--- config.mk ---
export PLATFORM = sky130hd
export DESIGN_NAME = rul_logger
export DESIGN_NICKNAME = d
export VERILOG_FILES = /design/src/rul_pkg.sv /design/src/rul_logger.sv
export VERILOG_INCLUDE_DIRS = /design/src
export SDC_FILE = /design/constraint.sdc
export NUM_CORES = 2
export LEC_CHECK = 0
export CAP_MARGIN = 30
export CORE_UTILIZATION = 58
export CTS_BUF_LIST = sky130_fd_sc_hd__clkbuf_8 sky130_fd_sc_hd__clkbuf_16
export DETAILED_ROUTE_END_ITERATION = 10
export DONT_BUFFER_PORTS = 1
export HOLD_SLACK_MARGIN = 0.05
export PLACE_DENSITY = 0.78
export SETUP_SLACK_MARGIN = 0.1
export SYNTH_ARGS = -nofsm -noshare
export SYNTH_HDL_FRONTEND = slang
export SYNTH_SLANG_ARGS = --single-unit
--- constraint.sdc ---
create_clock -name clk_sys -period 5.68 [get_ports clk_sys]
set_clock_uncertainty 0.15 [all_clocks]
set_input_delay 1.136 -clock clk_sys [delete_from_list [all_inputs] [get_ports clk_sys]]
set_output_delay 1.136 -clock clk_sys [all_outputs]
set_load 0.05 [all_outputs]
--- src/rul_params.svh ---
// Purpose: Constants for the relay usage and record logger
// Assumes: 25 MHz system clock
// Notes: Temperatures in whole degrees C, signed
`ifndef RUL_PARAMS_SVH
`define RUL_PARAMS_SVH
`define RUL_CLK_HZ 25000000
`define RUL_MINUTE_S 60
`define RUL_HOUR_MIN 60
`define RUL_SEL_FORCE_OFF 2'h0
`define RUL_SEL_FORCE_ON 2'h1
`define RUL_SEL_NORM_OPEN 2'h2
`define RUL_SEL_NORM_CLOSED 2'h3
`define RUL_TEMP_LOW_PRESET 16'hFFCE
`define RUL_TEMP_HIGH_PRESET 16'h0096
`define RUL_LEVEL_MIN 16'hFC19
`define RUL_LEVEL_MAX 16'h270F
`define RUL_COUNT_MAX 14'h270F
`define RUL_FRAC_MAX 6'h3B
`define RUL_ROLE_PUMP 4'h1
`endif

--- src/rul_pkg.sv ---
// Purpose: Types for the relay usage and record logger
// Assumes: Included constants header
// Notes: Record selector for clear commands
package rul_pkg;
    typedef enum logic [2:0] {
        REC_PROBE_HIGH,
        REC_PROBE_LOW,
        REC_EXT_HIGH,
        REC_EXT_LOW,
        REC_LEVEL_HIGH,
        REC_LEVEL_LOW,
        REC_LEVEL_BOTH,
        REC_NONE
    } rul_rec_e;
    typedef struct packed {
        logic [13:0] minutes_since_energise;
        logic [13:0] energised_hours_total;
        logic [5:0] hours_frac_min;
        logic [13:0] energise_count;
        logic [13:0] hold_extension_count;
    } rul_pump_s;
    typedef enum logic [1:0] {
        PW_MINUTES,
        PW_HOURS,
        PW_STARTS,
        PW_HOLDS
    } rul_pfield_e;
endpackage

--- src/rul_logger.sv ---
// Purpose: Contact conditioning, min/max logs and per-relay pump records
// Assumes: Inputs synchronous to clk_sys; sample strobes are one-cycle pulses
// Notes: Hours total carries minutes as fraction
`timescale 1ns/1ps
`default_nettype none
`include "rul_params.svh"
// Function
// - Selector: 0 forces zero, 1 forces one, 2 closed gives one, 3 open gives one.
// - Conditioned contact value refreshes every cycle, even in programming mode.
// - Asserted conditioned value is exported as a level override event.
// - Temperature maxima start at minus fifty and rise with higher samples.
// - Temperature minima start at one hundred fifty and fall with lower samples.
// - Missing sensor at power-up reports minus fifty degrees.
// - Level high and low logs kept, clamped to minus 999 to 9999.
// - Clear command returns the selected record to its preset.
// - Per relay, minutes since last energised, zero to 9999.
// - Minutes counter clears when relay becomes energised.
// - Per relay energised hours total with minute fraction, readable and loadable.
// - Per relay start counter increments on each energise transition.
// - Per relay count of run-on hold extensions.
// - Write from operating side loads the pump record, zero included.
// - Pump records maintained only while relay role selects pump control.
module rul_logger #(
    parameter int NUM_RELAYS = 6,
    parameter int MINUTE_CYCLES = `RUL_CLK_HZ * `RUL_MINUTE_S
) (
    input wire logic clk_sys,
    input wire logic rst,
    input wire logic contact_input_pin,
    input wire logic [1:0] contact_input_interpretation,
    input wire logic probe_present,
    input wire logic probe_sample_valid,
    input wire logic signed [15:0] probe_temp,
    input wire logic ext_present,
    input wire logic ext_sample_valid,
    input wire logic signed [15:0] ext_temp,
    input wire logic level_sample_valid,
    input wire logic signed [15:0] level_reading,
    input wire logic clear_valid,
    input wire rul_pkg::rul_rec_e clear_select,
    input wire logic [NUM_RELAYS-1:0] relay_energised,
    input wire logic [NUM_RELAYS-1:0] hold_extension_event,
    input wire logic [4*NUM_RELAYS-1:0] relay_role_select,
    input wire logic pump_write_valid,
    input wire logic [$clog2(NUM_RELAYS)-1:0] pump_write_relay,
    input wire rul_pkg::rul_pfield_e pump_write_field,
    input wire logic [13:0] pump_write_data,
    output logic conditioned_contact_value,
    output logic level_override_event,
    output logic signed [15:0] probe_temp_value,
    output logic signed [15:0] external_temp_value,
    output logic signed [15:0] probe_temp_high_log,
    output logic signed [15:0] probe_temp_low_log,
    output logic signed [15:0] external_temp_high_log,
    output logic signed [15:0] external_temp_low_log,
    output logic signed [15:0] level_high_log,
    output logic signed [15:0] level_low_log,
    output rul_pkg::rul_pump_s [NUM_RELAYS-1:0] pump_records
);
    typedef struct packed {
        logic contact;
        logic override_evt;
        logic signed [15:0] probe_val;
        logic signed [15:0] ext_val;
        logic signed [15:0] probe_hi;
        logic signed [15:0] probe_lo;
        logic signed [15:0] ext_hi;
        logic signed [15:0] ext_lo;
        logic signed [15:0] lvl_hi;
        logic signed [15:0] lvl_lo;
        logic [31:0] minute_div;
        logic [NUM_RELAYS-1:0] prev_on;
        rul_pkg::rul_pump_s [NUM_RELAYS-1:0] pump;
    } rul_state_s;

    rul_state_s st;
    rul_state_s next_st;

    function automatic logic [13:0] sat_inc(input logic [13:0] v);
        sat_inc = (v >= `RUL_COUNT_MAX) ? `RUL_COUNT_MAX : v + 14'h0001;
    endfunction

    function automatic logic signed [15:0] lvl_clamp(input logic signed [15:0] v);
        if (v < $signed(`RUL_LEVEL_MIN)) begin
            lvl_clamp = `RUL_LEVEL_MIN;
        end else if (v > $signed(`RUL_LEVEL_MAX)) begin
            lvl_clamp = `RUL_LEVEL_MAX;
        end else begin
            lvl_clamp = v;
        end
    endfunction

    logic minute_tick;
    logic signed [15:0] lvl_c;
    assign minute_tick = (st.minute_div == 32'(MINUTE_CYCLES - 1));
    assign lvl_c = lvl_clamp(level_reading);

    always_comb begin
        next_st = st;
        // Contact conditioning runs regardless of any programming state
        case (contact_input_interpretation)
            `RUL_SEL_FORCE_OFF: next_st.contact = 1'b0;
            `RUL_SEL_FORCE_ON: next_st.contact = 1'b1;
            `RUL_SEL_NORM_OPEN: next_st.contact = contact_input_pin;
            `RUL_SEL_NORM_CLOSED: next_st.contact = ~contact_input_pin;
            default: next_st.contact = contact_input_pin;
        endcase
        next_st.override_evt = next_st.contact;
        // Absent sensor reads as the low preset
        next_st.probe_val = probe_present ? probe_temp : `RUL_TEMP_LOW_PRESET;
        next_st.ext_val = ext_present ? ext_temp : `RUL_TEMP_LOW_PRESET;
        if (probe_present && probe_sample_valid) begin
            if (probe_temp > st.probe_hi) next_st.probe_hi = probe_temp;
            if (probe_temp < st.probe_lo) next_st.probe_lo = probe_temp;
        end
        if (ext_present && ext_sample_valid) begin
            if (ext_temp > st.ext_hi) next_st.ext_hi = ext_temp;
            if (ext_temp < st.ext_lo) next_st.ext_lo = ext_temp;
        end
        if (level_sample_valid) begin
            if (lvl_c > st.lvl_hi) next_st.lvl_hi = lvl_c;
            if (lvl_c < st.lvl_lo) next_st.lvl_lo = lvl_c;
        end
        // Clear wins over a sample in the same cycle
        if (clear_valid) begin
            case (clear_select)
                rul_pkg::REC_PROBE_HIGH: next_st.probe_hi = `RUL_TEMP_LOW_PRESET;
                rul_pkg::REC_PROBE_LOW: next_st.probe_lo = `RUL_TEMP_HIGH_PRESET;
                rul_pkg::REC_EXT_HIGH: next_st.ext_hi = `RUL_TEMP_LOW_PRESET;
                rul_pkg::REC_EXT_LOW: next_st.ext_lo = `RUL_TEMP_HIGH_PRESET;
                rul_pkg::REC_LEVEL_HIGH: next_st.lvl_hi = `RUL_LEVEL_MIN;
                rul_pkg::REC_LEVEL_LOW: next_st.lvl_lo = `RUL_LEVEL_MAX;
                rul_pkg::REC_LEVEL_BOTH: begin
                    next_st.lvl_hi = `RUL_LEVEL_MIN;
                    next_st.lvl_lo = `RUL_LEVEL_MAX;
                end
                default: ;
            endcase
        end
        next_st.minute_div = minute_tick ? 32'h0 : st.minute_div + 32'h1;
        next_st.prev_on = relay_energised;
        for (int i = 0; i < NUM_RELAYS; i++) begin
            if (relay_role_select[4*i +: 4] == `RUL_ROLE_PUMP) begin
                if (relay_energised[i] && !st.prev_on[i]) begin
                    next_st.pump[i].minutes_since_energise = 14'h0;
                    next_st.pump[i].energise_count = sat_inc(st.pump[i].energise_count);
                end else if (minute_tick) begin
                    next_st.pump[i].minutes_since_energise =
                        sat_inc(st.pump[i].minutes_since_energise);
                end
                if (minute_tick && relay_energised[i]) begin
                    if (st.pump[i].hours_frac_min == `RUL_FRAC_MAX) begin
                        if (st.pump[i].energised_hours_total < `RUL_COUNT_MAX) begin
                            next_st.pump[i].hours_frac_min = 6'h0;
                            next_st.pump[i].energised_hours_total =
                                st.pump[i].energised_hours_total + 14'h0001;
                        end
                    end else begin
                        next_st.pump[i].hours_frac_min = st.pump[i].hours_frac_min + 6'h01;
                    end
                end
                if (hold_extension_event[i]) begin
                    next_st.pump[i].hold_extension_count =
                        sat_inc(st.pump[i].hold_extension_count);
                end
                // Operator write overrides any same-cycle count
                if (pump_write_valid && (32'(pump_write_relay) == i)) begin
                    case (pump_write_field)
                        rul_pkg::PW_MINUTES: next_st.pump[i].minutes_since_energise =
                            (pump_write_data > `RUL_COUNT_MAX) ? `RUL_COUNT_MAX : pump_write_data;
                        rul_pkg::PW_HOURS: begin
                            next_st.pump[i].energised_hours_total =
                                (pump_write_data > `RUL_COUNT_MAX) ? `RUL_COUNT_MAX
                                                                  : pump_write_data;
                            next_st.pump[i].hours_frac_min = 6'h0;
                        end
                        rul_pkg::PW_STARTS: next_st.pump[i].energise_count =
                            (pump_write_data > `RUL_COUNT_MAX) ? `RUL_COUNT_MAX : pump_write_data;
                        rul_pkg::PW_HOLDS: next_st.pump[i].hold_extension_count =
                            (pump_write_data > `RUL_COUNT_MAX) ? `RUL_COUNT_MAX : pump_write_data;
                        default: ;
                    endcase
                end
            end
        end
    end

    always_ff @(posedge clk_sys) begin
        if (rst) begin
            st <= '0;
            st.probe_val <= `RUL_TEMP_LOW_PRESET;
            st.ext_val <= `RUL_TEMP_LOW_PRESET;
            st.probe_hi <= `RUL_TEMP_LOW_PRESET;
            st.probe_lo <= `RUL_TEMP_HIGH_PRESET;
            st.ext_hi <= `RUL_TEMP_LOW_PRESET;
            st.ext_lo <= `RUL_TEMP_HIGH_PRESET;
            st.lvl_hi <= `RUL_LEVEL_MIN;
            st.lvl_lo <= `RUL_LEVEL_MAX;
        end else begin
            st <= next_st;
        end
    end

    assign conditioned_contact_value = st.contact;
    assign level_override_event = st.override_evt;
    assign probe_temp_value = st.probe_val;
    assign external_temp_value = st.ext_val;
    assign probe_temp_high_log = st.probe_hi;
    assign probe_temp_low_log = st.probe_lo;
    assign external_temp_high_log = st.ext_hi;
    assign external_temp_low_log = st.ext_lo;
    assign level_high_log = st.lvl_hi;
    assign level_low_log = st.lvl_lo;
    assign pump_records = st.pump;
endmodule
`default_nettype wire

== Word level (Yosys, flattened, before mapping) ==
Cells that the tools add are included.

* Divide/modulo/power cells: 0
* Shift operators: 0
* Muxes and demuxes: 116
* Order comparisons: 33
* Add/subtract/negate cells: 31
* Bitwise logic cells: 3
* Multipliers: 0
* Reduce and logical (&&, ||, !) cells: 35
* Equality and inequality tests: 30

{| class="wikitable"
|+ Operators with widths
! cell !! count
|-
| $mux W14 || 67
|-
| $mux W62 || 6
|-
| $mux W20 || 18
|-
| $add A14 B1 Y14 const B || 24
|-
| $ge A14 B14 Y1 const B || 18
|-
| $mux W16 || 14
|-
| $mux W32 || 3
|-
| $mux W96 || 1
|-
| $lt A14 B14 Y1 const B || 6
|-
| $gt A16 B16 Y1 || 3
|-
| $lt A16 B16 Y1 || 3
|-
| $add A6 B1 Y6 const B || 6
|-
| $eq A6 B6 Y1 const B || 6
|-
| $mux W6 || 6
|-
| $add A32 B1 Y32 const B || 1
|-
| $eq A32 B31 Y1 const B || 1
|-
| $eq A4 B1 Y1 const B || 6
|-
| $logic_and A1 B1 Y1 || 20
|-
| $gt A16 B15 Y1 const B || 1
|-
| $lt A16 B11 Y1 const B || 1
|-
| $eq A3 B3 Y1 const B || 5
|-
| $gt A14 B14 Y1 const B || 1
|-
| $eq A3 B2 Y1 const B || 4
|-
| $reduce_or A2 Y1 || 5
|-
| 8 further kinds || 22
|}

* Flip-flop bits (word level): 539
* Memories: 0
* Bits in writable memories: 0
* Output and inout port bits: 502
* Bits in read-only memories: 0
* Latch bits: 0
* Word-level logic and storage cells: 289

== Longest topological paths before layout ==
* Depth in word-level cells: 8
* Mapped depth: 15
* Gate-level depth less buffers: 13

== Least setup slack after synthesis ==
No wires, ideal clock.

* Path type: in2reg
* From: input level_reading[6]
* To: register st, in the netlist level_high_log[14]
* Buffers on the path: 2
* Cell stages on the path: 13
* Data required time: 5.458 ns
* Arrival: 4.547 ns
* Path slack: 0.911 ns
* Setup time: 0.072 ns
* Path through: or4_1 a211oi_1 nor2_1 or3_1 ha_1 nor2b_1 o21ai_0 a21oi_1 or4b_2 clkbuf_1 nand2_1 clkbuf_1 mux2i_1

* Cells in the longest elaborated chain, start to end: 8

{| class="wikitable"
|+ Ends and longest elaborated chain
! item !! line !! source
|-
| from (decl) || rul_logger.sv:38 || <nowiki>input wire logic signed [15:0] level_reading,</nowiki>
|-
| $gt A16 B15 Y1 || rul_logger.sv:86 || <nowiki>end else if (v > $signed(`RUL_LEVEL_MAX)) begin</nowiki>
|-
| $mux W16 || rul_logger.sv:86 ||
|-
| $mux W16 * || rul_logger.sv:84 || <nowiki>if (v < $signed(`RUL_LEVEL_MIN)) begin</nowiki>
|-
| $gt A16 B16 Y1 || rul_logger.sv:121 || <nowiki>if (lvl_c > st.lvl_hi) next_st.lvl_hi = lvl_c;</nowiki>
|-
| $mux W16 * || rul_logger.sv:121 ||
|-
| $mux W32 * || rul_logger.sv:120 || <nowiki>if (level_sample_valid) begin</nowiki>
|-
| $mux W16 || rul_logger.sv:126 || <nowiki>case (clear_select)</nowiki>
|-
| $mux W96 * || rul_logger.sv:125 || <nowiki>if (clear_valid) begin</nowiki>
|-
| to (signal assigned) || rul_logger.sv:200 || <nowiki>st <= next_st;</nowiki>
|-
| to (decl) || rul_logger.sv:76 || <nowiki>rul_state_s st;</nowiki>
|}

Every way passes the cells marked *; elsewhere a longest branch is shown, timed or not.
A chain may end at the register's enable or synchronous reset.

== Final worst setup path ==
* From: input level_reading[6]
* To: register st, in the netlist level_high_log[15]

The elaborated chain is that of the path after synthesis.

==> metrics.txt <==
CTS tree=built; H-tree depth=2; Power Density=around 260 nW/um2; commonest non-fill, non-tap cell in the layout=dfxtp_1; Synth area leaders=dfxtp_1, buf_4, o21ai_0; layout cell share with drive strength beyond 1=0.0595; WHS Endpoint=st[378]; Most Crowded Layer GR=met2; hold_sp=st[378]; via count=35.0k; worst-path maximum fanout=12; async set or reset register ratio after synthesis=0; sequential fraction of the synthesis area=0.298; Remaining DRCs=1; max cap viols=0; GR met3 Demand/Resource=0.138; Die Ht=252 um; # Post-CTS Setup Buffers=0; r2r setup slk=1840 ps; Syn Nets=5038; Setup WS post-layout=roughly 1200 ps; final RePlAce weighted congestion=0.961; DRT iter0 DRCs=between 4k and 5k; Worst-Margin Slew=around 1100 ps; Startpoint Class=input pin; Yosys reg bits=539; final hold violations=0; DP Worst Slack=612 ps; setup TNS=0 ps; setup violators final=0; largest area contributor in the netlist=dfxtp_1; Initial Util=0.587; max FFs per register=372; crit path kind=in2reg; fin crit share=0.790; Routed WL per cell=~25 um; worst r2r src=st[378]; Placed Instance Area=33200 um2; VDD IR max=~280 uV; CTS max path bufs=3; first-pass GRT wire length=roughly 190000 um; fmax=about 220 MHz; largest net degree at the start of global routing=274; EDFF count, synth=0; Layout area overhead=-2.45%; CTS buffer count=60; met1 Use GR=0.464; CP Data Arrival Time=just under 5000 ps; Horiz. Die Dim=252 um; vias in the first global route=30.7k; worst reg-to-reg path cell count=9; Syn Std Cell Area=about 36000 um2; max-slew violations=0; unrepaired setup endpoints after global routing=false; status=finished, violations left; crit end category=flop; post-synthesis instance total=4796; Synth Flop Type=dfxtp_1; iteration count of the initial detailed-routing pass=11; relative slew slack=0.266; CTS Hold Buffers Added=0; Die Area=63300 um2; CTS resizes=0; global route overflow=0; antenna-violating nets left=0; worst path required time=between 6000 and 7000 ps; Ports=620; total clock sinks=539; clk root buf=clkbuf_16; cell leakage power=around 12 nW; clk slew on worst S/H paths=60 ps; Reg-to-Reg End=pump_records[109]; mean area per synthesized cell=~7.5 um2; Tmin final=4480 ps; top cell type's share of synthesized area=0.298; Hold Crit Depth=1; GRT met2 Usage=0.582; nets=4400; row count=91; commonest cells after routing, fill and taps aside=dfxtp_1, o21ai_0, nor2_1, a21oi_1, nand2_1; Final Cell Area=35300 um2; failing checks=design-rule violations; Vias/cell=6.94; Clk Latency, worst-skew pair=640 ps; GRT Util Overall=0.382; initial antenna violation count=5; Final HPWL DP=88900 um; HP Class=reg2reg; core box area=roughly 62000 um2; final WL=roughly 130000 um; Ys Warns=0; Port-buffer cells=0; number of diodes=0; post-synthesis cell type count=82
==> routing by layer <==
| layer | share of wire | wire length [um] |
|---|---|---|
| met1 | 0.37 | 47000 |
| met2 | 0.43 | 55400 |
| met3 | 0.14 | 17400 |
| met4 | 0.064 | 8160 |
| met5 | 0.00010 | 13 |
==> stage by stage <==
stage                util  total power, mW  hold slack [ps]  std cells
global placement    0.536             5.16              276       4920
CTS                 0.572             9.23              288       5040
detailed placement  0.539             5.19              280       4931
global route        0.573             9.50              317       5042
floorplan               -             5.02              263       4796
finish              0.573             9.23              290       5042
==> report_power, final <==
| group | switching, mW | internal, mW | leakage, nW |
|---|---|---|---|
| clock | 1.70 | 2.39 | 1.06 |
| combinational | 0.561 | 0.275 | 6.80 |
| sequential | 0.435 | 3.87 | 4.37 |
==> how the worst max path moves through the flow <==
stage / cells after the start / start / slack, ps / end
6_report: 11 / level_reading[6] / 1200 / level_high_log[15]
5_1_grt: 11 / level_reading[6] / 1040 / level_high_log[14]
4_1_cts: 11 / level_reading[6] / 1270 / level_high_log[15]
3_5_place_dp: 11 / level_reading[6] / 610 / level_high_log[14]
3_3_place_gp: 11 / level_reading[6] / 690 / level_high_log[8]
2_1_floorplan: 13 / level_reading[6] / 910 / level_high_log[14]
==> area by class of cell <==
type                       count  area, um2
inverter                     177        667
timing repair buffer          78        708
clock buffer                  74       1720
multi-input combinational   3302      20000
clock inverter                35        334
tap                          837       1050
fill                        5664      26300
sequential                   539      10800
==> cell usage after synthesis, types with 16 or more instances <==
cell type and instances:
inv_1 177, a21boi_0 32, nor2_1 377, o21ai_0 402
o31a_1 18, nand4_1 118, or4_1 34, and3_1 73
nor2b_1 31, o32ai_1 41, o211ai_1 34, nor4_1 84
buf_4 501, and2_1 40, o21a_1 21, xnor2_1 54
clkbuf_1 257, nand3_1 245, a221oi_1 41, dfxtp_1 539
ha_1 124, a211oi_1 52, nand2b_1 59, o31ai_1 36
and4_1 21, xor2_1 47, a21oi_1 369, o22ai_1 43
nand2_1 341, or3_1 29, a21o_1 34, a32o_1 26
nor3_1 119, a31oi_1 77, o221ai_1 44, a311oi_1 16
==> critical path, stage by stage <==
cell and delay [ps]:
or4_1 560, a211oi_1 340, nor2_1 220, or3_1 490, ha_1 330, nor2b_1 130
o21ai_0 150, a21oi_1 150, or4b_2 730, nand2_1 420, mux2i_1 230
==> cells by family after synthesis <==
kind of cell / Yosys count / share of synthesized area
xor+xnor: 101 / 0.0245
simple gates: 1659 / 0.234
compound gates: 1409 / 0.247
flops: 539 / 0.298
buf+inv: 955 / 0.151
fa+ha+maj: 124 / 0.0429
mux: 9 / 0.00253
No activity file was read; power rests on OpenSTA's default activity.
